==> config.mk <==
export PLATFORM = sky130hd
export DESIGN_NAME = uart_err_mon
export DESIGN_NICKNAME = d
export VERILOG_FILES = /design/src/hdl/uart_err_mon_pkg.sv /design/src/hdl/uart_err_mon.sv
export SDC_FILE = /design/constraint.sdc
export NUM_CORES = 1
export LEC_CHECK = 0
export BUFFER_PORTS_ARGS = -buffer_cell sky130_fd_sc_hd__buf_2
export CORE_MARGIN = 1
export CORE_UTILIZATION = 35
export DETAILED_ROUTE_END_ITERATION = 7
export SYNTH_ARGS = -nofsm -noshare
export SYNTH_HDL_FRONTEND = slang
export SYNTH_SLANG_ARGS = --single-unit
==> constraint.sdc <==
create_clock -name i_ref_clk -period 3.4 [get_ports i_ref_clk]
set_input_delay 0.85 -clock i_ref_clk [delete_from_list [all_inputs] [get_ports i_ref_clk]]
set_output_delay 0.85 -clock i_ref_clk [all_outputs]
set_load 0.01 [all_outputs]
==> src/hdl/uart_err_mon_pkg.sv <==
// Purpose: shared constants and types for the uart link error monitor
// Assumes: 32-bit classic wishbone, word per register, index*4 byte address
// Notes:   offsets are register indices, byte address is index times four
package uart_err_mon_pkg;
   // register indices
   localparam logic [10:0] IDX_CMD_FLAGS   = 11'h781;
   localparam logic [10:0] IDX_RSP_FLAGS   = 11'h782;
   localparam logic [10:0] IDX_DISCARD     = 11'h789;
   localparam logic [10:0] IDX_VALID_HI    = 11'h78C;
   localparam logic [10:0] IDX_VALID_LO    = 11'h78D;
   localparam logic [10:0] IDX_CTRL        = 11'h790;
   localparam logic [10:0] IDX_CLR_CMD     = 11'h791;
   localparam logic [10:0] IDX_CLR_RSP     = 11'h792;
   localparam logic [10:0] IDX_INT_STAT    = 11'h793;
   localparam logic [10:0] IDX_INT_EN      = 11'h794;
   localparam logic [10:0] IDX_INT_CLR     = 11'h795;
   // command flag bit positions
   localparam int CMD_INIT_BIT  = 5;
   localparam int CMD_TXDIS_BIT = 4;
   localparam int CMD_SOF_BIT   = 3;
   localparam int CMD_BYTE_BIT  = 2;
   localparam int CMD_CRC_BIT   = 0;
   // response / transmit flag bit positions
   localparam int CLEAR_DURING_TRANSMIT_ERROR_BIT    = 4;
   localparam int PENDING_RESPONSE_ABORTED_BIT   = 3;
   localparam int RESPONSE_EARLY_CLEAR_ERROR_BIT    = 2;
   localparam int RR_BYTE_BIT   = 1;
   localparam int RESPONSE_CHECKSUM_ERROR_BIT    = 0;
   // control bits and interrupt bits
   localparam int CTRL_TXEN_BIT = 0;
   localparam int CTRL_MDROP_BIT = 1;
   localparam int INT_CMD_BIT   = 0;
   localparam int INT_RSP_BIT   = 1;
   // reset values and counter saturation limits
   localparam logic [7:0]  FLAGS_RST = 8'h00;
   localparam logic [7:0]  CTRL_RST  = 8'h01;
   localparam logic [7:0]  COUNT_RST = 8'h00;
   localparam logic [15:0] VALID_MAX = 16'hFFFF;
   localparam logic [7:0]  DISC_MAX  = 8'hFF;

   // per-cycle events from the uart framer, one-cycle pulses
   typedef struct packed {
      logic cmd_start;  // first byte of a command frame accepted
      logic rsp_start;  // first byte of a response frame accepted
      logic init_err;   // init byte stop error, bad type or reserved bit
      logic byte_err;   // byte error outside the init byte
      logic crc_err;    // frame ended with bad crc
      logic frame_ok;   // frame ended with good crc
      logic is_read;    // qualifies frame_ok: command was a read
      logic line_clear; // uart clear condition seen
      logic tx_start;   // response transmission begins
      logic tx_done;    // response transmission complete
   } link_evt_type;

   typedef enum logic [2:0] {
      ST_IDLE, ST_CMD, ST_RSP, ST_IGNORE, ST_WAIT, ST_TX
   } link_state_type;
endpackage

==> src/hdl/uart_err_mon.sv <==
// Purpose: sticky uart link error flags and frame counters on wishbone
// Assumes: framer events are same-clock single-cycle pulses
// Notes:   one ack cycle per access, unmapped reads return zero
//
// Contract
// - command init byte error sets command init flag, ignore bytes until clear.
// - ignored frame gets no error detection and no valid or discard count.
// - read command while transmitter disabled sets transmit-disabled flag.
// - clear before command frame end sets command early-clear flag.
// - non-init byte error in command sets byte flag, ignore until clear.
// - command crc failure sets command checksum flag and counts discard.
// - clear while transmitting response sets clear-during-transmit flag.
// - pending response abandoned by clear or new command sets abort flag.
// - clear during response reception sets flag; multidrop mode only.
// - response non-init byte error sets flag, ignore until clear.
// - response crc failure sets response checksum flag, counts discard.
// - eight-bit discard counter for received and transmitted frames.
// - discard read latches discard and valid registers, resets counters.
// - sixteen-bit valid counter, high and low bytes in two registers.
// - valid counter saturates at all ones instead of wrapping.
`timescale 1ns/1ps
module uart_err_mon
   import uart_err_mon_pkg::*;
(
   input  wire logic         i_ref_clk,  // core clock 100 MHz
   input  wire logic         i_nrst,     // sync reset, active low
   input  wire logic         i_wb_cyc,   // wishbone cycle
   input  wire logic         i_wb_stb,   // wishbone strobe
   input  wire logic         i_wb_we,    // wishbone write
   input  wire logic [12:0]  i_wb_adr,   // byte address
   input  wire logic [3:0]   i_wb_sel,   // byte lanes
   input  wire logic [31:0]  i_wb_dat,   // write data
   output logic      [31:0]  o_wb_dat,   // read data
   output logic              o_wb_ack,   // acknowledge
   input  wire link_evt_type i_evt,      // framer event pulses
   output logic              o_tx_enable, // transmitter enable
   output logic              o_irq       // level interrupt
);

   ////////////////////////////////////////////////////////////////////
   // bus decode
   logic        acc;
   logic        rd_hit;
   logic        wr_hit;
   logic [10:0] idx;

   assign idx    = i_wb_adr[12:2];
   assign acc    = i_wb_cyc & i_wb_stb & ~o_wb_ack;
   assign rd_hit = acc & ~i_wb_we;
   assign wr_hit = acc & i_wb_we & i_wb_sel[0];

   ////////////////////////////////////////////////////////////////////
   // state
   link_state_type st_q, st_d;
   logic [7:0]  cmd_q, cmd_d;
   logic [7:0]  rsp_q, rsp_d;
   logic [7:0]  disc_q, disc_d;
   logic [15:0] valid_q, valid_d;
   logic [7:0]  disc_lat_q, disc_lat_d;
   logic [15:0] valid_lat_q, valid_lat_d;
   logic [7:0]  ctrl_q, ctrl_d;
   logic [1:0]  istat_q, istat_d;
   logic [1:0]  ien_q, ien_d;
   logic        ack_d;
   logic [31:0] rdat_d;
   logic [7:0]  cmd_set;
   logic [7:0]  rsp_set;
   logic        cnt_disc;
   logic        cnt_valid;
   logic        disc_rd;

   assign disc_rd = rd_hit && idx == IDX_DISCARD;

   ////////////////////////////////////////////////////////////////////
   // frame tracker: decides flag sets and count events
   always_comb begin
      st_d      = st_q;
      cmd_set   = 8'h00;
      rsp_set   = 8'h00;
      cnt_disc  = 1'b0;
      cnt_valid = 1'b0;
      unique case (st_q)
         ST_IGNORE: begin
            // nothing is checked or counted until the clear
            if (i_evt.line_clear) begin
               st_d = ST_IDLE;
            end
         end
         ST_CMD: begin
            if (i_evt.line_clear) begin
               cmd_set[CMD_SOF_BIT] = 1'b1;
               st_d = ST_IDLE;
            end else if (i_evt.init_err) begin
               cmd_set[CMD_INIT_BIT] = 1'b1;
               st_d = ST_IGNORE;
            end else if (i_evt.byte_err) begin
               cmd_set[CMD_BYTE_BIT] = 1'b1;
               st_d = ST_IGNORE;
            end else if (i_evt.crc_err) begin
               cmd_set[CMD_CRC_BIT] = 1'b1;
               cnt_disc = 1'b1;
               st_d = ST_IDLE;
            end else if (i_evt.frame_ok) begin
               cnt_valid = 1'b1;
               if (i_evt.is_read && !ctrl_q[CTRL_TXEN_BIT]) begin
                  cmd_set[CMD_TXDIS_BIT] = 1'b1;
                  st_d = ST_IDLE;
               end else if (i_evt.is_read) begin
                  st_d = ST_WAIT;
               end else begin
                  st_d = ST_IDLE;
               end
            end
         end
         ST_RSP: begin
            if (i_evt.line_clear) begin
               rsp_set[RESPONSE_EARLY_CLEAR_ERROR_BIT] = 1'b1;
               st_d = ST_IDLE;
            end else if (i_evt.init_err || i_evt.byte_err) begin
               rsp_set[RR_BYTE_BIT] = i_evt.byte_err;
               st_d = ST_IGNORE;
            end else if (i_evt.crc_err) begin
               rsp_set[RESPONSE_CHECKSUM_ERROR_BIT] = 1'b1;
               cnt_disc = 1'b1;
               st_d = ST_IDLE;
            end else if (i_evt.frame_ok) begin
               cnt_valid = 1'b1;
               st_d = ST_IDLE;
            end
         end
         ST_WAIT: begin
            // a waiting response dies on clear or on a new command
            if (i_evt.line_clear) begin
               rsp_set[PENDING_RESPONSE_ABORTED_BIT] = 1'b1;
               st_d = ST_IDLE;
            end else if (i_evt.cmd_start) begin
               rsp_set[PENDING_RESPONSE_ABORTED_BIT] = 1'b1;
               st_d = ST_CMD;
            end else if (i_evt.tx_start) begin
               st_d = ST_TX;
            end
         end
         ST_TX: begin
            if (i_evt.line_clear) begin
               rsp_set[CLEAR_DURING_TRANSMIT_ERROR_BIT] = 1'b1;
               cnt_disc = 1'b1;
               st_d = ST_IDLE;
            end else if (i_evt.tx_done) begin
               cnt_valid = 1'b1;
               st_d = ST_IDLE;
            end
         end
         default: begin
            // idle: response frames only tracked in multidrop mode
            if (i_evt.cmd_start) begin
               st_d = ST_CMD;
            end else if (i_evt.rsp_start && ctrl_q[CTRL_MDROP_BIT]) begin
               st_d = ST_RSP;
            end
         end
      endcase
   end

   ////////////////////////////////////////////////////////////////////
   // registers: flags, counters, latches, control, interrupt, bus
   always_comb begin
      cmd_d       = cmd_q;
      rsp_d       = rsp_q;
      disc_d      = disc_q;
      valid_d     = valid_q;
      disc_lat_d  = disc_lat_q;
      valid_lat_d = valid_lat_q;
      ctrl_d      = ctrl_q;
      istat_d     = istat_q;
      ien_d       = ien_q;
      ack_d       = acc;
      rdat_d      = 32'h0000_0000;
      // software clear first so a same-cycle set wins
      if (wr_hit && idx == IDX_CLR_CMD) begin
         cmd_d = cmd_q & ~i_wb_dat[7:0];
      end
      if (wr_hit && idx == IDX_CLR_RSP) begin
         rsp_d = rsp_q & ~i_wb_dat[7:0];
      end
      cmd_d = cmd_d | cmd_set;
      rsp_d = rsp_d | rsp_set;
      if (wr_hit && idx == IDX_CTRL) begin
         ctrl_d = {6'h00, i_wb_dat[1:0]};
      end
      if (wr_hit && idx == IDX_INT_EN) begin
         ien_d = i_wb_dat[1:0];
      end
      if (wr_hit && idx == IDX_INT_CLR) begin
         istat_d = istat_q & ~i_wb_dat[1:0];
      end
      istat_d[INT_CMD_BIT] = istat_d[INT_CMD_BIT] | (|cmd_set);
      istat_d[INT_RSP_BIT] = istat_d[INT_RSP_BIT] | (|rsp_set);
      // counters restart from zero on a discard read, event still counts
      if (disc_rd) begin
         disc_lat_d  = disc_q;
         valid_lat_d = valid_q;
         disc_d      = COUNT_RST;
         valid_d     = 16'h0000;
      end
      if (cnt_disc && disc_d != DISC_MAX) begin
         disc_d = disc_d + 8'h01;
      end
      if (cnt_valid && valid_d != VALID_MAX) begin
         valid_d = valid_d + 16'h0001;
      end
      // read mux, data sits in the low byte
      if (rd_hit) begin
         unique case (idx)
            IDX_CMD_FLAGS: rdat_d = {24'h00_0000, cmd_q};
            IDX_RSP_FLAGS: rdat_d = {24'h00_0000, rsp_q};
            IDX_DISCARD:   rdat_d = {24'h00_0000, disc_q};
            IDX_VALID_HI:  rdat_d = {24'h00_0000, valid_lat_q[15:8]};
            IDX_VALID_LO:  rdat_d = {24'h00_0000, valid_lat_q[7:0]};
            IDX_CTRL:      rdat_d = {24'h00_0000, ctrl_q};
            IDX_INT_STAT:  rdat_d = {30'h0000_0000, istat_q};
            IDX_INT_EN:    rdat_d = {30'h0000_0000, ien_q};
            default:       rdat_d = 32'h0000_0000;
         endcase
      end
   end

   // single register bank, sync reset
   always_ff @(posedge i_ref_clk) begin
      if (!i_nrst) begin
         st_q        <= ST_IDLE;
         cmd_q       <= FLAGS_RST;
         rsp_q       <= FLAGS_RST;
         disc_q      <= COUNT_RST;
         valid_q     <= 16'h0000;
         disc_lat_q  <= COUNT_RST;
         valid_lat_q <= 16'h0000;
         ctrl_q      <= CTRL_RST;
         istat_q     <= 2'h0;
         ien_q       <= 2'h0;
         o_wb_ack    <= 1'b0;
         o_wb_dat    <= 32'h0000_0000;
      end else begin
         st_q        <= st_d;
         cmd_q       <= cmd_d;
         rsp_q       <= rsp_d;
         disc_q      <= disc_d;
         valid_q     <= valid_d;
         disc_lat_q  <= disc_lat_d;
         valid_lat_q <= valid_lat_d;
         ctrl_q      <= ctrl_d;
         istat_q     <= istat_d;
         ien_q       <= ien_d;
         o_wb_ack    <= ack_d;
         o_wb_dat    <= rdat_d;
      end
   end

   // outputs
   assign o_tx_enable = ctrl_q[CTRL_TXEN_BIT];
   assign o_irq       = |(istat_q & ien_q);
endmodule

* Word level (Yosys, flattened, before mapping)
Cells that the tools add are included.
Cells by class: $add $sub $neg 2, equality and inequality tests 23, muxes and demuxes 65, bitwise operators 17, reduce and logical (&&, ||, !) cells 18
Operators with widths (count):
- $eq 11x11->1 const B | 11
- $pmux 8 s8 | 1
- $mux 3 | 20
- $mux 16 | 2
- $mux 8 | 4
- $mux 1 | 31
- $add 16x1->16 const B | 1
- $and 8x8->8 | 2
- $ne 16x16->1 const B | 1
- $pmux 3 s5 | 1
- $logic_and 1x1->1 | 10
- $reduce_or 5->1 | 2
- $add 8x1->8 const B | 1
- $ne 8x8->1 const B | 1
- $not 8->8 | 1
- $or 8x5->8 | 1
- $or 8x6->8 | 1
- $reduce_bool 7->1 | 1
- $eq 3x2->1 const B | 2
- $eq 3x3->1 const B | 2
- $mux 2 | 3
- $ne 6x6->1 const B | 1
- $pmux 1 s3 | 2
- $reduce_and 6->1 | 1
- other kinds (15) | 22
Storage, ports and cells: flip-flop bits (word level) 98, input bits 64, output and inout port bits 35, word-level logic and storage cells 136

* Logic depth before layout (Yosys ltp)
depth in word-level cells 11, depth in mapped cells 12, depth with buffers taken out 9

* Worst setup path before layout
Ideal clock, no wire load.
path type in2reg, start input port i_wb_adr[12], end register valid_q[14], library setup time 0.117 ns, data arrival time 3.441 ns, data required time 3.283 ns, setup slack -0.158 ns, cell stages on the path 12, path buffers 3, cells stage by stage and4b_1 -> clkbuf_1 -> nand4_1 -> clkbuf_1 -> clkbuf_1 -> and2_1 -> ha_1 -> nand2_1 -> or4_1 -> a2111oi_0 -> nor3b_1 -> nand2b_1
On the way: cells in the longest elaborated chain, start to end 6, elaborated cells between the ends (all ways) 7, classes of those cells 1 x add/sub; 2 x eq/ne; 2 x mux; 2 x reduce/logical
RTL lines:
- from (decl) | line uart_err_mon.sv:30 | input wire logic [12:0] i_wb_adr,
- $eq 11x11->1 (*) | line uart_err_mon.sv:72 | assign disc_rd = rd_hit && idx == IDX_DISCARD;
- $logic_and 1x1->1 (*) | line uart_err_mon.sv:72
- $mux 16 (*) | line uart_err_mon.sv:199 | if (disc_rd) begin
- branches (longest 2 deep; another with $add 16x1->16)
- $mux 16 (*) | line uart_err_mon.sv:208 | if (cnt_valid && valid_d != VALID_MAX) begin
- to (signal assigned) | line uart_err_mon.sv:247 | valid_q <= valid_d;
- to (decl) | line uart_err_mon.sv:58 | logic [15:0] valid_q, valid_d;
Every way passes the cells marked *. A chain may end at the register's enable or synchronous reset.

* Worst setup path after layout
start input port i_wb_adr[7], end register valid_q[8]
The elaborated chain is that of the path after synthesis.

==> flow_results.org <==
** Clocking
- Cts repair resizes :: 0
- CTS built an H-tree with a depth of 3.
- Worst skew pair latency :: 0.33 ns
- Clock tree synthesis found a total of 74 sinks.
- The number of hold buffers added after CTS was 0.
- TritonCTS clock tree :: done
- Clock transition at the register clock pins on the worst setup and hold paths after CTS :: 0.06 ns
- The clock passes through at most 2 buffers.
- Post-CTS timing repair inserted 0 buffers for setup.
- Number of buffers inserted during clock tree synthesis :: 9
- Clk Tree Root Cell :: sky130_fd_sc_hd__clkbuf_16

** STA
- Final setup vio count :: 0
- Tcrit/Tclk final :: 88.8%
- Pins over their slew limit :: 0
- The final hold violation count was 0.
- Hold slack :: 0.436 ns
- Setup repair after global routing missed its margin :: no
- Max Clock Freq :: 331 MHz
- Across the routed clock network, the largest skew measured is 0.00731 ns.
- Setup TNS Final :: 0 ns
- In this run the tightest slew margin relative to its limit is 45.4%.
- Period minus WS final :: 3.02 ns
- Worst slew pin tran :: 0.808 ns

** Worst setup path
- Cells along the critical path :: buf_2 > nor4b_1 > nand4_1 > and2_1 > ha_1 > nand2_1 > nor4_1 > o21bai_1 > or4_1 > a21oi_1
- Data arrival at the endpoint of the critical path :: 3.28 ns
- CP required :: 3.66 ns
- Critical Setup Path Class :: in2reg
- STA classifies the critical path startpoint as a primary input.
- The worst setup path is captured at a register.
- Maximum single-stage delay on the critical path :: 0.53 ns
- Standard cell with the maximum stage delay on the critical path :: sky130_fd_sc_hd__or4_1
- Critical path fanouts, max :: 6

** Final layout
- Flip-flop and latch area :: 1480 um^2
- Fill count :: 1097
- The finished cells cover 4700 um^2.
- Final antenna diode count :: 0
- The multi-input combinational cells in the finished layout cover a total of 2280 um^2.
- Compared with the post-synthesis result, the final layout area differs by 17.2%.
- Layout Nets :: 608
- Cells with a size suffix above 1 make up 18.1% of the layout.
- Commonest cells after routing, fill and taps aside :: sky130_fd_sc_hd__dfxtp_1 (74), sky130_fd_sc_hd__nand2_1 (69), sky130_fd_sc_hd__a21oi_1 (52)
- The finished layout holds 687 standard cells, fillers aside.
- Leading cell type in the layout, fill and taps excluded :: sky130_fd_sc_hd__dfxtp_1

** Placement
- Detailed placer's ending HPWL :: 8.20 mm
- The congestion estimate from routability-driven global placement came to 0.860.
- Input and output buffers added on the ports amount to 45.
- Number of placed instances with taps included :: 671
- After detailed placement, the total cell area comes to 4380 um^2.

** Synth
- Synth Instances :: 489
- Averaged over all synthesized cells, the footprint is 8.20 um^2.
- In this run the cell area of the synthesized design comes to 4010 um^2.
- Proportion of synthesized chip area in sequential cells :: 36.9%
- In this run, synthesis inferred 0 flip-flops with an integrated enable.
- Top FF cell, synth :: sky130_fd_sc_hd__dfxtp_1
- In this run, synthesis produced a sequential element count of 74.
- Synthesis instantiated 64 different standard cells from the library.
- Yosys warns :: 0
- After synthesis, the share of flip-flops with an asynchronous set or reset is 0%.

** Worst hold path
- The worst hold path belongs to the class reg2reg.

** Drt
- The first detailed-routing pass took 5 iterations.
- Number of DRC violations after detailed routing :: 0
- Total detailed-routing wirelength :: 11.0 mm
- Via density :: 5.56
- The detail route stage leaves a number of antenna-violating nets equal to 0.
- Across all layers, the routed design uses 3818 vias.
- The detailed router finished its first iteration with 329 violations.
- Average wire length per cell after detail routing :: 15.9 um

** Power and ir drop
- Leakage power summed over all cells :: 0.00175 uW
- Power per cell area :: 442 nW/um^2
- Peak ir drop on the vdd network :: 0.290 mV

** GRT
- Initial antenna violation count :: 0
- Global routing used 19.4% of the available tracks across all layers.
- The first global-routing pass estimated 17.7 mm of wire.
- Number of global-route vias before repair :: 3588
- Entering global routing, the biggest net connects 39 pins.
- Total gr overflow :: 0

** Outcome
- Run status :: complete, no violations

** Die
- The initial utilization of the core area, before any placement, comes to 36.5%.
- Boundary pin count :: 99
- The core region is 11000 um^2.
- Measured along the y axis, the die boundary spans 109 um.
- DIE AREA :: 11900 um^2
- Measured along the x axis, the die boundary spans 109 um.
- After floorplanning, the core was divided into 38 placement rows.

** Job
- Number of max-capacitance violations reported :: 0
[kinds of logic (layout without fill, tap and decap cells)]
logic type	after synthesis	count (layout)	share of synthesized area, %
simple gates	199	199	28.1
compound gates	138	138	22.7
flops	74	74	36.9
buf+inv	62	97	8.30
mux	9	9	2.34
xor+xnor	4	4	0.874
fa+ha+maj	2	2	0.624
other cells	1	24	0.0935
[Yosys cell counts (3+ instances only)]
cell                        count  area, um^2
sky130_fd_sc_hd__buf_4         25         188
sky130_fd_sc_hd__a31oi_1        3        18.8
sky130_fd_sc_hd__nand4_1       13        81.3
sky130_fd_sc_hd__a22oi_1        9        67.6
sky130_fd_sc_hd__a222oi_1       8        80.1
sky130_fd_sc_hd__o2111ai_1      4        35.0
sky130_fd_sc_hd__clkbuf_1      16        60.1
sky130_fd_sc_hd__nand2b_1       3        18.8
sky130_fd_sc_hd__o21a_1         4        30.0
sky130_fd_sc_hd__inv_1         15        56.3
sky130_fd_sc_hd__o211ai_1       8        60.1
sky130_fd_sc_hd__nor3_1        10        50.1
sky130_fd_sc_hd__xor2_1         3        26.3
sky130_fd_sc_hd__dfxtp_1       74        1480
sky130_fd_sc_hd__and3_1         4        25.0
sky130_fd_sc_hd__buf_2          4        20.0
sky130_fd_sc_hd__nand3b_1       3        22.5
sky130_fd_sc_hd__nor4_1         5        31.3
sky130_fd_sc_hd__nand3_1       16        80.1
sky130_fd_sc_hd__a21boi_0       4        30.0
sky130_fd_sc_hd__and4_1         5        43.8
sky130_fd_sc_hd__nor3b_1        4        30.0
sky130_fd_sc_hd__and2_1         8        50.1
sky130_fd_sc_hd__or3_1          7        43.8
sky130_fd_sc_hd__o21ai_0       17        85.1
sky130_fd_sc_hd__o31ai_1        8        60.1
sky130_fd_sc_hd__mux2i_1        6        60.1
sky130_fd_sc_hd__nand2_1       69         259
sky130_fd_sc_hd__or4_1          9        67.6
sky130_fd_sc_hd__nor2_1        23        86.3
sky130_fd_sc_hd__a21oi_1       52         260
sky130_fd_sc_hd__mux2_2         3        33.8
[flip-flops by register name, summed over array words and instances (netlist names)]
signal and flops:
o_wb_ack 1, rsp_q 8, valid_lat_q 16, cmd_q 8, o_wb_dat 8, st_q 3, ien_q 2, istat_q 2
valid_q 16, ctrl_q 2, disc_q 8
[worst max-delay path: cells and delay by family]
kind	cells	cell delay (ns)
and+or+nand+nor	6	1.65
AOI/OAI and AO/OA	2	0.41
adders and majority gates	1	0.25
buffers and inverters	1	0.12
[area by class of cell]
type / count / share of cell area (%)
inverter: 15 / 1.20
tap: 140 / 3.73
multi-input combinational: 376 / 48.6
clock inverter: 7 / 2.00
timing repair buffer: 66 / 8.15
clock buffer: 9 / 4.79
sequential: 74 / 31.5
[where the power goes]
group / switching, uW / internal, uW / leakage (uW)
registers: 20.2 / 881 / 0.000597
clock network: 365 / 641 / 0.000151
logic: 108 / 61.0 / 0.00100
[path summary, 6_finish.rpt]
path / to / slack [ns] / start / cells past startpoint
worst max-delay path: valid_q[8]$_SDFF_PN0_ / 0.38 / i_wb_adr[7] / 10
worst min register to register: rsp_q[7]$_SDFFE_PN0P_ / 0.44 / rsp_q[7]$_SDFFE_PN0P_ / 2
worst min-delay path: rsp_q[7]$_SDFFE_PN0P_ / 0.44 / rsp_q[7]$_SDFFE_PN0P_ / 2
worst max register to register: valid_q[14]$_SDFF_PN0_ / 0.72 / o_wb_ack$_SDFF_PN0_ / 9
[stage by stage]
step / util (%) / worst slack (ns) / total power [uW]
3_3_place_gp: 39.9 / 0.0507 / 1080
4_1_cts: 42.8 / 0.400 / 2100
6_report: 42.8 / 0.382 / 2080
5_1_grt: 42.8 / 0.0949 / 2150
3_5_place_dp: 39.9 / 0.0801 / 1090
2_1_floorplan: - / 0.0748 / 1040
[layer usage]
metal  track usage, %  share of wire [%]  routed length, um  vias to the layer above
li1                 -                  -                  -                     1886
met1             26.2                 47               5150                     1791
met3             2.27                6.0                652                        6
met5                0                  0                  0                        -
met2             30.9                 46               5040                      135
met4             8.20               0.99                108                        0
No activity file was read; power rests on OpenSTA's default activity.
